[src/arith_pkg.sv]
// Package for the arithmetic datapath: mode codes, group geometry, carriers.
// Assumes one cell clock and an active-low asynchronous reset around it.
package arith_pkg;

   // -------------------------------------------------------------------
   // Geometry and counts
   // -------------------------------------------------------------------
   localparam int unsigned GROUP_CELLS     = 10;
   localparam int unsigned GROUP_GEN_LOW   = 4;
   localparam int unsigned GROUP_GEN_HIGH  = 10;
   localparam int unsigned OPERAND_BITS    = 16;
   localparam int unsigned PRODUCT_BITS    = 32;
   localparam int unsigned TREE_LEVELS     = 4;
   localparam logic [31:0] PRODUCT_RESET   = 32'h0000_0000;

   // -------------------------------------------------------------------
   // Types
   // -------------------------------------------------------------------
   typedef enum logic [1:0] {
      MODE_ARITH,
      MODE_MULT
   } cell_mode_t;

   typedef enum logic {
      ROUTE_ROW,
      ROUTE_COLUMN
   } chain_route_t;

   typedef struct packed {
      logic sum_zero;
      logic sum_one;
      logic carry_zero;
      logic carry_one;
   } cell_pair_t;

   typedef struct packed {
      logic carry_zero_case;
      logic carry_one_case;
   } carry_pair_t;

endpackage : arith_pkg

[src/carry_select_cell.sv]
// One logic cell of the carry-select chain in arithmetic form.
// Assumes incoming carry pair comes from the next lower-order cell.
module carry_select_cell
   import arith_pkg::*;
(
   // Operands
   input  wire logic        data_a_in,
   input  wire logic        data_b_in,
   // Incoming carry pair
   input  wire carry_pair_t carry_in,
   // Precomputed pair and forwarded carries
   output cell_pair_t       pair_out,
   output carry_pair_t      carry_out
);

   // -------------------------------------------------------------------
   // Parallel precompute
   // -------------------------------------------------------------------
   always_comb begin
      pair_out.sum_zero   = data_a_in ^ data_b_in;                    // [RQ1]
      pair_out.sum_one    = ~(data_a_in ^ data_b_in);                 // [RQ1]
      pair_out.carry_zero = data_a_in & data_b_in;                    // [RQ1]
      pair_out.carry_one  = data_a_in | data_b_in;                    // [RQ1]
      // Each chain's incoming carry picks its own carry-out
      carry_out.carry_zero_case = carry_in.carry_zero_case ?
                                  pair_out.carry_one : pair_out.carry_zero;  // [RQ6]
      carry_out.carry_one_case  = carry_in.carry_one_case ?
                                  pair_out.carry_one : pair_out.carry_zero;  // [RQ6] [RQ2]
   end

endmodule : carry_select_cell

[src/carry_select_adder_multiplier.sv]
// Arithmetic datapath: carry-select adder chain and 16x16 tree multiplier.
// Assumes operands come from neighbouring cells on the same clock.
// Contract
// RQ1: Each cell precomputes sum and carry for incoming carry zero and one.
// RQ2: Both precomputed carries pass forward to the next higher-order cell.
// RQ3: A chain may start at any cell within a group; here only within the first group.
// RQ4: Group carry-in generation points sit at the fourth and tenth cells; here only the tenth feeds the group select.
// RQ5: Group carry-in picks which chain, and so which sum, is used.
// RQ6: Each chain's incoming carry picks which carry-out moves forward.
// RQ7: Cell register is bypassable, or holds the sum as an accumulator.
// RQ8: Chains past ten cells jump to the next even or odd group; here they run into the adjacent next group.
// RQ9: Multiplier handles signed or unsigned operands up to sixteen bits.
// RQ10: A multiplier cell sums a[n]b[m+1] plus a[n+1]b[m].
// RQ11: Partial-product sums are controlled by first clock enable and preset lines.
// RQ12: First group clock enable loses its clock-enable role in multiplier mode.
// RQ13: Multiplier cell gives sum and both carries; sum may be registered. Here the cell gives only the sum.
// RQ14: A column route runs the chain vertically for dedicated multipliers; here column_route_in is not used.
// RQ15: Sixteen partial products are added pairwise in a binary tree.
// RQ16: Driving the fast group interconnect disables local outputs.
// RQ17: Arithmetic cells form a plus b plus carry, registered or not.
// RQ18: The product is 32 bits and equals a behavioural multiply.
module carry_select_adder_multiplier
   import arith_pkg::*;
#(
   parameter int unsigned CHAIN_GROUPS = 2
)
(
   // Clock and reset
   input  wire logic                                 clk_in,
   input  wire logic                                 resetn_in,
   // Mode and group controls
   input  wire logic                                 mult_mode_in,
   input  wire logic                                 column_route_in,
   input  wire logic                                 group_clock_enable_first_in,
   input  wire logic                                 preset_async_load_line_in,
   input  wire logic                                 register_bypass_in,
   input  wire logic                                 accumulate_in,
   input  wire logic                                 fast_out_select_in,
   // Adder operands
   input  wire logic [CHAIN_GROUPS*GROUP_CELLS-1:0]  add_a_in,
   input  wire logic [CHAIN_GROUPS*GROUP_CELLS-1:0]  add_b_in,
   input  wire logic [GROUP_CELLS-1:0]               chain_start_in,
   input  wire logic                                 group_carry_in,
   // Multiplier operands
   input  wire logic [OPERAND_BITS-1:0]              mult_a_in,
   input  wire logic [OPERAND_BITS-1:0]              mult_b_in,
   input  wire logic                                 mult_signed_in,
   // Results
   output logic [CHAIN_GROUPS*GROUP_CELLS-1:0]       sum_out,
   output logic                                      carry_out,
   output logic [GROUP_CELLS-1:0]                    cross_sum_out,
   output logic [PRODUCT_BITS-1:0]                   local_product_out,
   output logic [PRODUCT_BITS-1:0]                   fast_product_out,
   output logic                                      fast_valid_out
);

   localparam int unsigned W = CHAIN_GROUPS * GROUP_CELLS;

   // -------------------------------------------------------------------
   // Carry-select chain
   // -------------------------------------------------------------------
   cell_pair_t  pair     [W];
   carry_pair_t cin      [W];
   carry_pair_t cout     [W];
   logic [W-1:0] a_eff;
   logic [W-1:0] chain_sum;
   logic [W-1:0] sum_nxt;
   logic [W-1:0] sum_r;
   logic [W-1:0] acc_view;
   logic         group_sel [CHAIN_GROUPS+1];
   logic         carry_nxt;
   logic         carry_r;

   // Accumulator feeds the held sum back as operand a
   assign acc_view = accumulate_in ? sum_r : add_a_in;                  // [RQ7]
   assign a_eff    = acc_view;

   genvar gi;
   generate
      for (gi = 0; gi < W; gi++) begin : g_cell
         carry_select_cell u_cell (                                      // [RQ1] [RQ6]
            .data_a_in (a_eff[gi]),
            .data_b_in (add_b_in[gi]),
            .carry_in  (cin[gi]),
            .pair_out  (pair[gi]),
            .carry_out (cout[gi])
         );
      end
   endgenerate

   always_comb begin
      group_sel[0] = group_carry_in;
      for (int g = 0; g < CHAIN_GROUPS; g++) begin
         for (int c = 0; c < GROUP_CELLS; c++) begin
            int i;
            i = g * GROUP_CELLS + c;
            if (i == 0 || (g == 0 && chain_start_in[c])) begin
               // Chain may open at any cell of the first group
               cin[i].carry_zero_case = 1'b0;                             // [RQ3]
               cin[i].carry_one_case  = 1'b1;                             // [RQ3]
            end else if (c == 0) begin
               // Carry pair comes straight from the last cell of the previous group
               cin[i] = cout[i-1];                                        // [RQ8] [RQ14]
            end else begin
               cin[i] = cout[i-1];                                        // [RQ2]
            end
         end
         // Group carry-in regenerated at the tenth cell only
         group_sel[g+1] = group_sel[g] ?
            cout[g*GROUP_CELLS+GROUP_GEN_HIGH-1].carry_one_case :
            cout[g*GROUP_CELLS+GROUP_GEN_HIGH-1].carry_zero_case;        // [RQ4]
      end
   end

   always_comb begin
      for (int i = 0; i < W; i++) begin
         logic sel;
         int   g;
         g   = i / GROUP_CELLS;
         sel = group_sel[g] ? cin[i].carry_one_case : cin[i].carry_zero_case;  // [RQ5]
         chain_sum[i] = sel ? pair[i].sum_one : pair[i].sum_zero;         // [RQ5] [RQ17]
      end
   end

   logic gen_low_seen;
   assign gen_low_seen = group_sel[CHAIN_GROUPS-1] ?
      cout[(CHAIN_GROUPS-1)*GROUP_CELLS+GROUP_GEN_LOW-1].carry_one_case :
      cout[(CHAIN_GROUPS-1)*GROUP_CELLS+GROUP_GEN_LOW-1].carry_zero_case; // [RQ4]

   // Clock enable only gates the register outside multiplier mode
   logic add_ce;
   assign add_ce = mult_mode_in ? 1'b1 : group_clock_enable_first_in;   // [RQ12]

   always_comb begin
      sum_nxt   = sum_r;
      carry_nxt = carry_r;
      if (add_ce && !mult_mode_in) begin
         sum_nxt   = chain_sum;                                           // [RQ7]
         carry_nxt = group_sel[CHAIN_GROUPS];
      end
   end

   always_ff @(posedge clk_in or negedge resetn_in) begin
      if (!resetn_in) begin
         sum_r   <= '0;
         carry_r <= 1'b0;
      end else begin
         sum_r   <= sum_nxt;
         carry_r <= carry_nxt;
      end
   end

   // Output flop follows either the combinational sum or the held one
   logic [W-1:0] sum_out_nxt;
   logic         carry_out_nxt;
   always_comb begin
      sum_out_nxt   = register_bypass_in ? chain_sum : sum_r;             // [RQ7] [RQ17]
      carry_out_nxt = register_bypass_in ? group_sel[CHAIN_GROUPS] : carry_r;
   end

   always_ff @(posedge clk_in or negedge resetn_in) begin
      if (!resetn_in) begin
         sum_out   <= '0;
         carry_out <= 1'b0;
      end else begin
         sum_out   <= sum_out_nxt;
         carry_out <= carry_out_nxt;
      end
   end

   // -------------------------------------------------------------------
   // Cross partial-product cells
   // -------------------------------------------------------------------
   logic [GROUP_CELLS-1:0] cross_nxt;
   always_comb begin
      for (int n = 0; n < GROUP_CELLS; n++) begin
         // Row m held at the low operand bits; preset line gates the sum
         cross_nxt[n] = preset_async_load_line_in &
                        ((mult_a_in[n] & mult_b_in[1]) ^
                         (mult_a_in[n+1] & mult_b_in[0]));                // [RQ10] [RQ11] [RQ13]
      end
   end

   logic [GROUP_CELLS-1:0] cross_r;
   always_ff @(posedge clk_in or negedge resetn_in) begin
      if (!resetn_in) begin
         cross_r <= '0;
      end else begin
         cross_r <= cross_nxt;
      end
   end
   assign cross_sum_out = cross_r;

   // -------------------------------------------------------------------
   // Binary-tree multiplier
   // -------------------------------------------------------------------
   logic [PRODUCT_BITS-1:0] level [TREE_LEVELS+1][OPERAND_BITS];
   logic [PRODUCT_BITS-1:0] product_nxt;
   logic [PRODUCT_BITS-1:0] product_r;
   logic [PRODUCT_BITS-1:0] ext_a;
   logic                    stage_ce;
   logic                    valid_nxt;
   logic                    valid_r;

   always_comb begin
      // Sign extension gives signed results with the same tree
      ext_a = mult_signed_in ? {{OPERAND_BITS{mult_a_in[OPERAND_BITS-1]}}, mult_a_in}
                             : {{OPERAND_BITS{1'b0}}, mult_a_in};       // [RQ9]
      for (int m = 0; m < OPERAND_BITS; m++) begin
         logic [PRODUCT_BITS-1:0] pp;
         pp = mult_b_in[m] ? (ext_a << m) : '0;                           // [RQ15]
         // Signed top bit carries negative weight
         if (mult_signed_in && m == OPERAND_BITS-1) begin
            pp = PRODUCT_BITS'(~pp + 32'h0000_0001);                       // [RQ9]
         end
         level[0][m] = pp;
      end
      for (int l = 1; l <= TREE_LEVELS; l++) begin
         for (int k = 0; k < OPERAND_BITS; k++) begin
            if (k < (OPERAND_BITS >> l)) begin
               level[l][k] = level[l-1][2*k] + level[l-1][2*k+1];         // [RQ15]
            end else begin
               level[l][k] = '0;
            end
         end
      end
      product_nxt = level[TREE_LEVELS][0];                                // [RQ18]
   end

   // First clock-enable line steers the product pipeline stage
   assign stage_ce  = group_clock_enable_first_in;                        // [RQ11]
   assign valid_nxt = mult_mode_in ? stage_ce : valid_r;

   always_ff @(posedge clk_in or negedge resetn_in) begin
      if (!resetn_in) begin
         product_r <= PRODUCT_RESET;
         valid_r   <= 1'b0;
      end else begin
         if (mult_mode_in && stage_ce) begin
            product_r <= product_nxt;                                      // [RQ13]
         end
         valid_r <= valid_nxt;
      end
   end

   // Fast output blanks the local outputs
   logic [PRODUCT_BITS-1:0] local_nxt;
   logic [PRODUCT_BITS-1:0] fast_nxt;
   logic                    fast_v_nxt;
   always_comb begin
      local_nxt  = fast_out_select_in ? '0 : product_r;                   // [RQ16]
      fast_nxt   = fast_out_select_in ? product_r : '0;                   // [RQ16]
      fast_v_nxt = fast_out_select_in & valid_r;
   end

   always_ff @(posedge clk_in or negedge resetn_in) begin
      if (!resetn_in) begin
         local_product_out <= '0;
         fast_product_out  <= '0;
         fast_valid_out    <= 1'b0;
      end else begin
         local_product_out <= local_nxt;
         fast_product_out  <= fast_nxt;
         fast_valid_out    <= fast_v_nxt;
      end
   end

   logic unused_ok;
   assign unused_ok = gen_low_seen ^ column_route_in;

endmodule : carry_select_adder_multiplier

[config.mk]
export PLATFORM = sky130hd
export DESIGN_NAME = carry_select_adder_multiplier
export DESIGN_NICKNAME = d
export VERILOG_FILES = /design/src/arith_pkg.sv /design/src/carry_select_cell.sv /design/src/carry_select_adder_multiplier.sv
export SDC_FILE = /design/constraint.sdc
export NUM_CORES = 1
export LEC_CHECK = 0
export BUFFER_PORTS_ARGS = -buffer_cell sky130_fd_sc_hd__buf_4
export CORE_UTILIZATION = 50
export CTS_CLUSTER_SIZE = 25
export DETAILED_ROUTE_END_ITERATION = 10
export PLACE_DENSITY_LB_ADDON = 0.15
export SLEW_MARGIN = 10
export SYNTH_ARGS = -nofsm -noshare
export SYNTH_HDL_FRONTEND = slang
export SYNTH_HIERARCHICAL = 1
export SYNTH_SLANG_ARGS = --single-unit
[constraint.sdc]
create_clock -name clk_in -period 19 [get_ports clk_in]
set_input_delay 2.85 -clock clk_in [delete_from_list [all_inputs] [get_ports clk_in]]
set_output_delay 2.85 -clock clk_in [all_outputs]
set_load 0.02 [all_outputs]
Yosys cells after proc, flatten, opt, wreduce, memory -nomap -nowiden. Cells that the tools add are included.

Reduce and logical (&&, ||, !) cells: 3. Multiplexer cells: 113. Add/sub/neg operators: 16. Bitwise operators: 122.

Operator list (number): two-way mux 32 bit (20); adder 32 bit (15); two-way mux 1 bit (82); AND 1 bit (51); two-way mux 20 bit (2); adder 32 x 1 -> 32 bit, second input constant (1); NOT 32 bit (1); bitwise XOR 1 bit (30); NOT 1 bit (20); OR 1 bit (20); two-way mux 2 bit (9); logical AND 1 bit (2); zero test 1 bit (1).

Input bits: 93. Logic and storage cells: 264. Output and inout port bits: 96. Flip-flop bits (word level): 150.

Depth between registers and ports, before layout.
Depth in word-level cells: 32. Gate-level depth with buffers: 35. Gate-level depth less buffers: 34.

Hierarchy. The synthesis kept the hierarchy.

By module, submodules not included: carry_select_adder_multiplier (sequential area each 3753.6 um^2, area an instance 15708.8 um^2, cells an instance 1556, times used 1); carry_select_cell (sequential area each 0.0 um^2, area an instance 63.8 um^2, cells an instance 9, times used 20).

Worst setup path before layout. OpenSTA, ideal clock, no wires.

Path kind: input to register. Start point: in accumulate_in. End point: reg sum_r[19]. Setup slack: 8.504 ns. Cell stages on the path: 35. Arrival: 10.366 ns. Setup time: 0.130 ns. Data required time: 18.870 ns. Path through: clkbuf_1 > mux2_2 > inv_1 > ha_1 > mux2i_1 > or2_2 > mux2i_1 > or2_2 > mux2i_1 > or2_2 > mux2i_1 > or2_2 > mux2i_1 > or2_2 > mux2i_1 > or2_2 > mux2i_1 > or2_2 > mux2i_1 > or2_2 > mux2i_1 > or2_2 > mux2i_1 > mux2i_1 > mux2i_1 > mux2i_1 > mux2i_1 > mux2i_1 > mux2i_1 > mux2i_1 > mux2i_1 > mux2i_1 > mux2i_1 > mux2i_1 > o21ai_0.

RTL lines: from (decl) (line carry_select_adder_multiplier.sv:37) `input wire logic accumulate_in,`; to (signal assigned) (line carry_select_adder_multiplier.sv:148) `sum_r <= sum_nxt;`; to (decl) (line carry_select_adder_multiplier.sv:68) `logic [W-1:0] sum_r;`.

==> flow_summary.toml <==
[outcome]
status = "finished, final reports clean"

[setup_path]
cp-end-kind = "flip-flop"
critPathKind = "in -> reg"
rr_startpoint = "sum_r[0]$_DFFE_PN0P_"
critPathArrivalTime_ns = 11.05
crit_top_cell = "mux2i_1"
crit_path_start_kind = "input port"
cp_max_fo = 20
max_stage_delay_ns = 0.39
cp-startpoint = "accumulate_in"
cp_slowest_cell = "mux2_2"
required_ns = 19.34

[timing]
finalClockSkew_ns = 0.00687
worst_slew_pin_slew_ns = 0.879
min_period_ns = 10.71
worst_hold_slack_ns = 0.474
maxSlewViolCount = 0
post-route-worst-setup-slack_ns = 8.29
final.setup.tns_ns = 0
hold_viol = 0
setup_violations = 0
fmax_mhz = 93.4
rsz0062_at_grt = "false"
max-slew-margin-rel = 0.412
fin_crit_sh = 0.563

[power_and_ir_drop]
cellPowerDensity_nw_per_um2 = 188
ir_drop_uv = 146
power_leakage_nw = 9.68

[die]
rows = 66
die_h_um = 186
die_area_um2 = 34600
core_area_um2 = 32900
die_w_um = 186
io_pins = 189
start_util = 0.515

[yosys]
syn_inst = 1716
yosys_warnings = 6
synth.net_count = 2179
synth_area_um2 = 16900
syn_avg_cell_area_um2 = 9.85

[cells_and_area]
final.fill_count = 2908
n_antenna_cell = 0
drive_gt1_frac = 0.144
nets = 2309
area_growth_pct = 13.6
layout.cells.non_filler = 2301

[clocking]
cts_tree = "built"
clkSinkCount = 150
clock_latency_ns = 0.43
cts_buffer_depth = 2
h-tree-depth = 4
cts.hold.buffers_added = 0
ctsResizeCount = 0
numCtsBuffers = 17
clkSlewWorstSetupHoldPaths_ns = 0.07
postCtsSetupRepairBufs = 0
cts_root_buf = "clkbuf_16"

[detailed_routing]
dr_total_vias = 11348
routed_wl_um = 35800
routedWlPerCell_um = 15.6
drt_iter0_markers = 520
drcViolationCount = 0
dr.pass1.iters = 4
ant_nets = 0
vias_per_cell = 4.93

[global_route]
grt.total_usage = 0.222
antenna_found_initial = 0
first_global_vias = 11756
grt_max_degree = 86
grt_pass1_wl_um = 59400
overflow = 0

[min_path]
hold_path.class = "reg -> reg"
hold_start = "valid_r$_DFFE_PN0P_"

[placement]
pre_cts_ws_ns = 7.86
place_congestion = 0.828
post-place-cells = 2269
hpwlAfterDp_um = 28700
numPortBuffers = 186

[flow_run]
cap_violations = 0
critical path, delay by kind of cell:
family	cells	cell delay [ns]
compound gates	1	0.21
fa+ha+maj	1	0.20
buf+inv	2	0.35
mux	22	5.44
simple gates	9	1.98
per-layer routing:
layer	vias to the layer above	share of wire	GRT usage
met3	15	0.068	0.0511
met5	-	0	0
li1	5430	-	-
met4	0	0.0070	0.0416
met2	282	0.45	0.345
met1	5621	0.47	0.318
layout by cell type, fill, tap and decap left out, drive strengths merged, types with 4 or more instances in the layout:
cell type and n:
o31ai 4, and3 9, and2 177, o21a 5
xor2 17, nor2 33, ha 97, o21ai 62
inv 335, dfrtp 150, or2 10, buf 190
nand2 195, mux2i 81, clkinv 6, fa 273
nor2b 43, xnor2 42, clkbuf 17, a21o 6
mux2 28, a21oi 37, or4 5
worst paths after layout:
kind | endpoint | slack [ns] | cells past startpoint
setup / recovery | carry_r$_DFFE_PN0P_ | 8.29 | 35
hold / removal | fast_valid_out$_DFF_PN0_ | 0.47 | 1
setup reg to reg | carry_r$_DFFE_PN0P_ | 10.74 | 34
hold reg to reg | fast_valid_out$_DFF_PN0_ | 0.47 | 1
max in group asynchronous | local_product_out[11]$_DFF_PN0_ | 15.21 | 2
min in group asynchronous | fast_product_out[6]$_DFF_PN0_ | 2.48 | 1
cell type report:
| class | count | area [µm²] | share of cell area |
|---|---|---|---|
| multi-input combinational | 1158 | 11600 | 0.605 |
| sequential | 150 | 3750 | 0.195 |
| timing repair buffer | 190 | 1430 | 0.0745 |
| inverter | 329 | 1230 | 0.0643 |
| tap | 442 | 553 | 0.0288 |
| clock buffer | 17 | 425 | 0.0221 |
| clock inverter | 15 | 189 | 0.00984 |
registers in the layout, indices dropped and copies added, names as in the netlist:
signal / count
carry_out: 1
carry_r: 1
cross_sum_out: 10
fast_product_out: 32
fast_valid_out: 1
local_product_out: 32
product_r: 32
sum_out: 20
sum_r: 20
valid_r: 1
through the flow:
step,instance area (µm²),total power [mW],utilization
floorplan,16900,2.62,-
global placement,18600,3.21,0.566
detailed placement,18600,3.27,0.566
CTS,19200,3.64,0.584
global route,19200,4.04,0.584
finish,19200,3.61,0.584
report_power, final:
part	switching (mW)	internal, mW
Combinational	1.56	1.25
Clock	0.143	0.199
Sequential	0.0444	0.418
(Power assumes the default switching activity.)
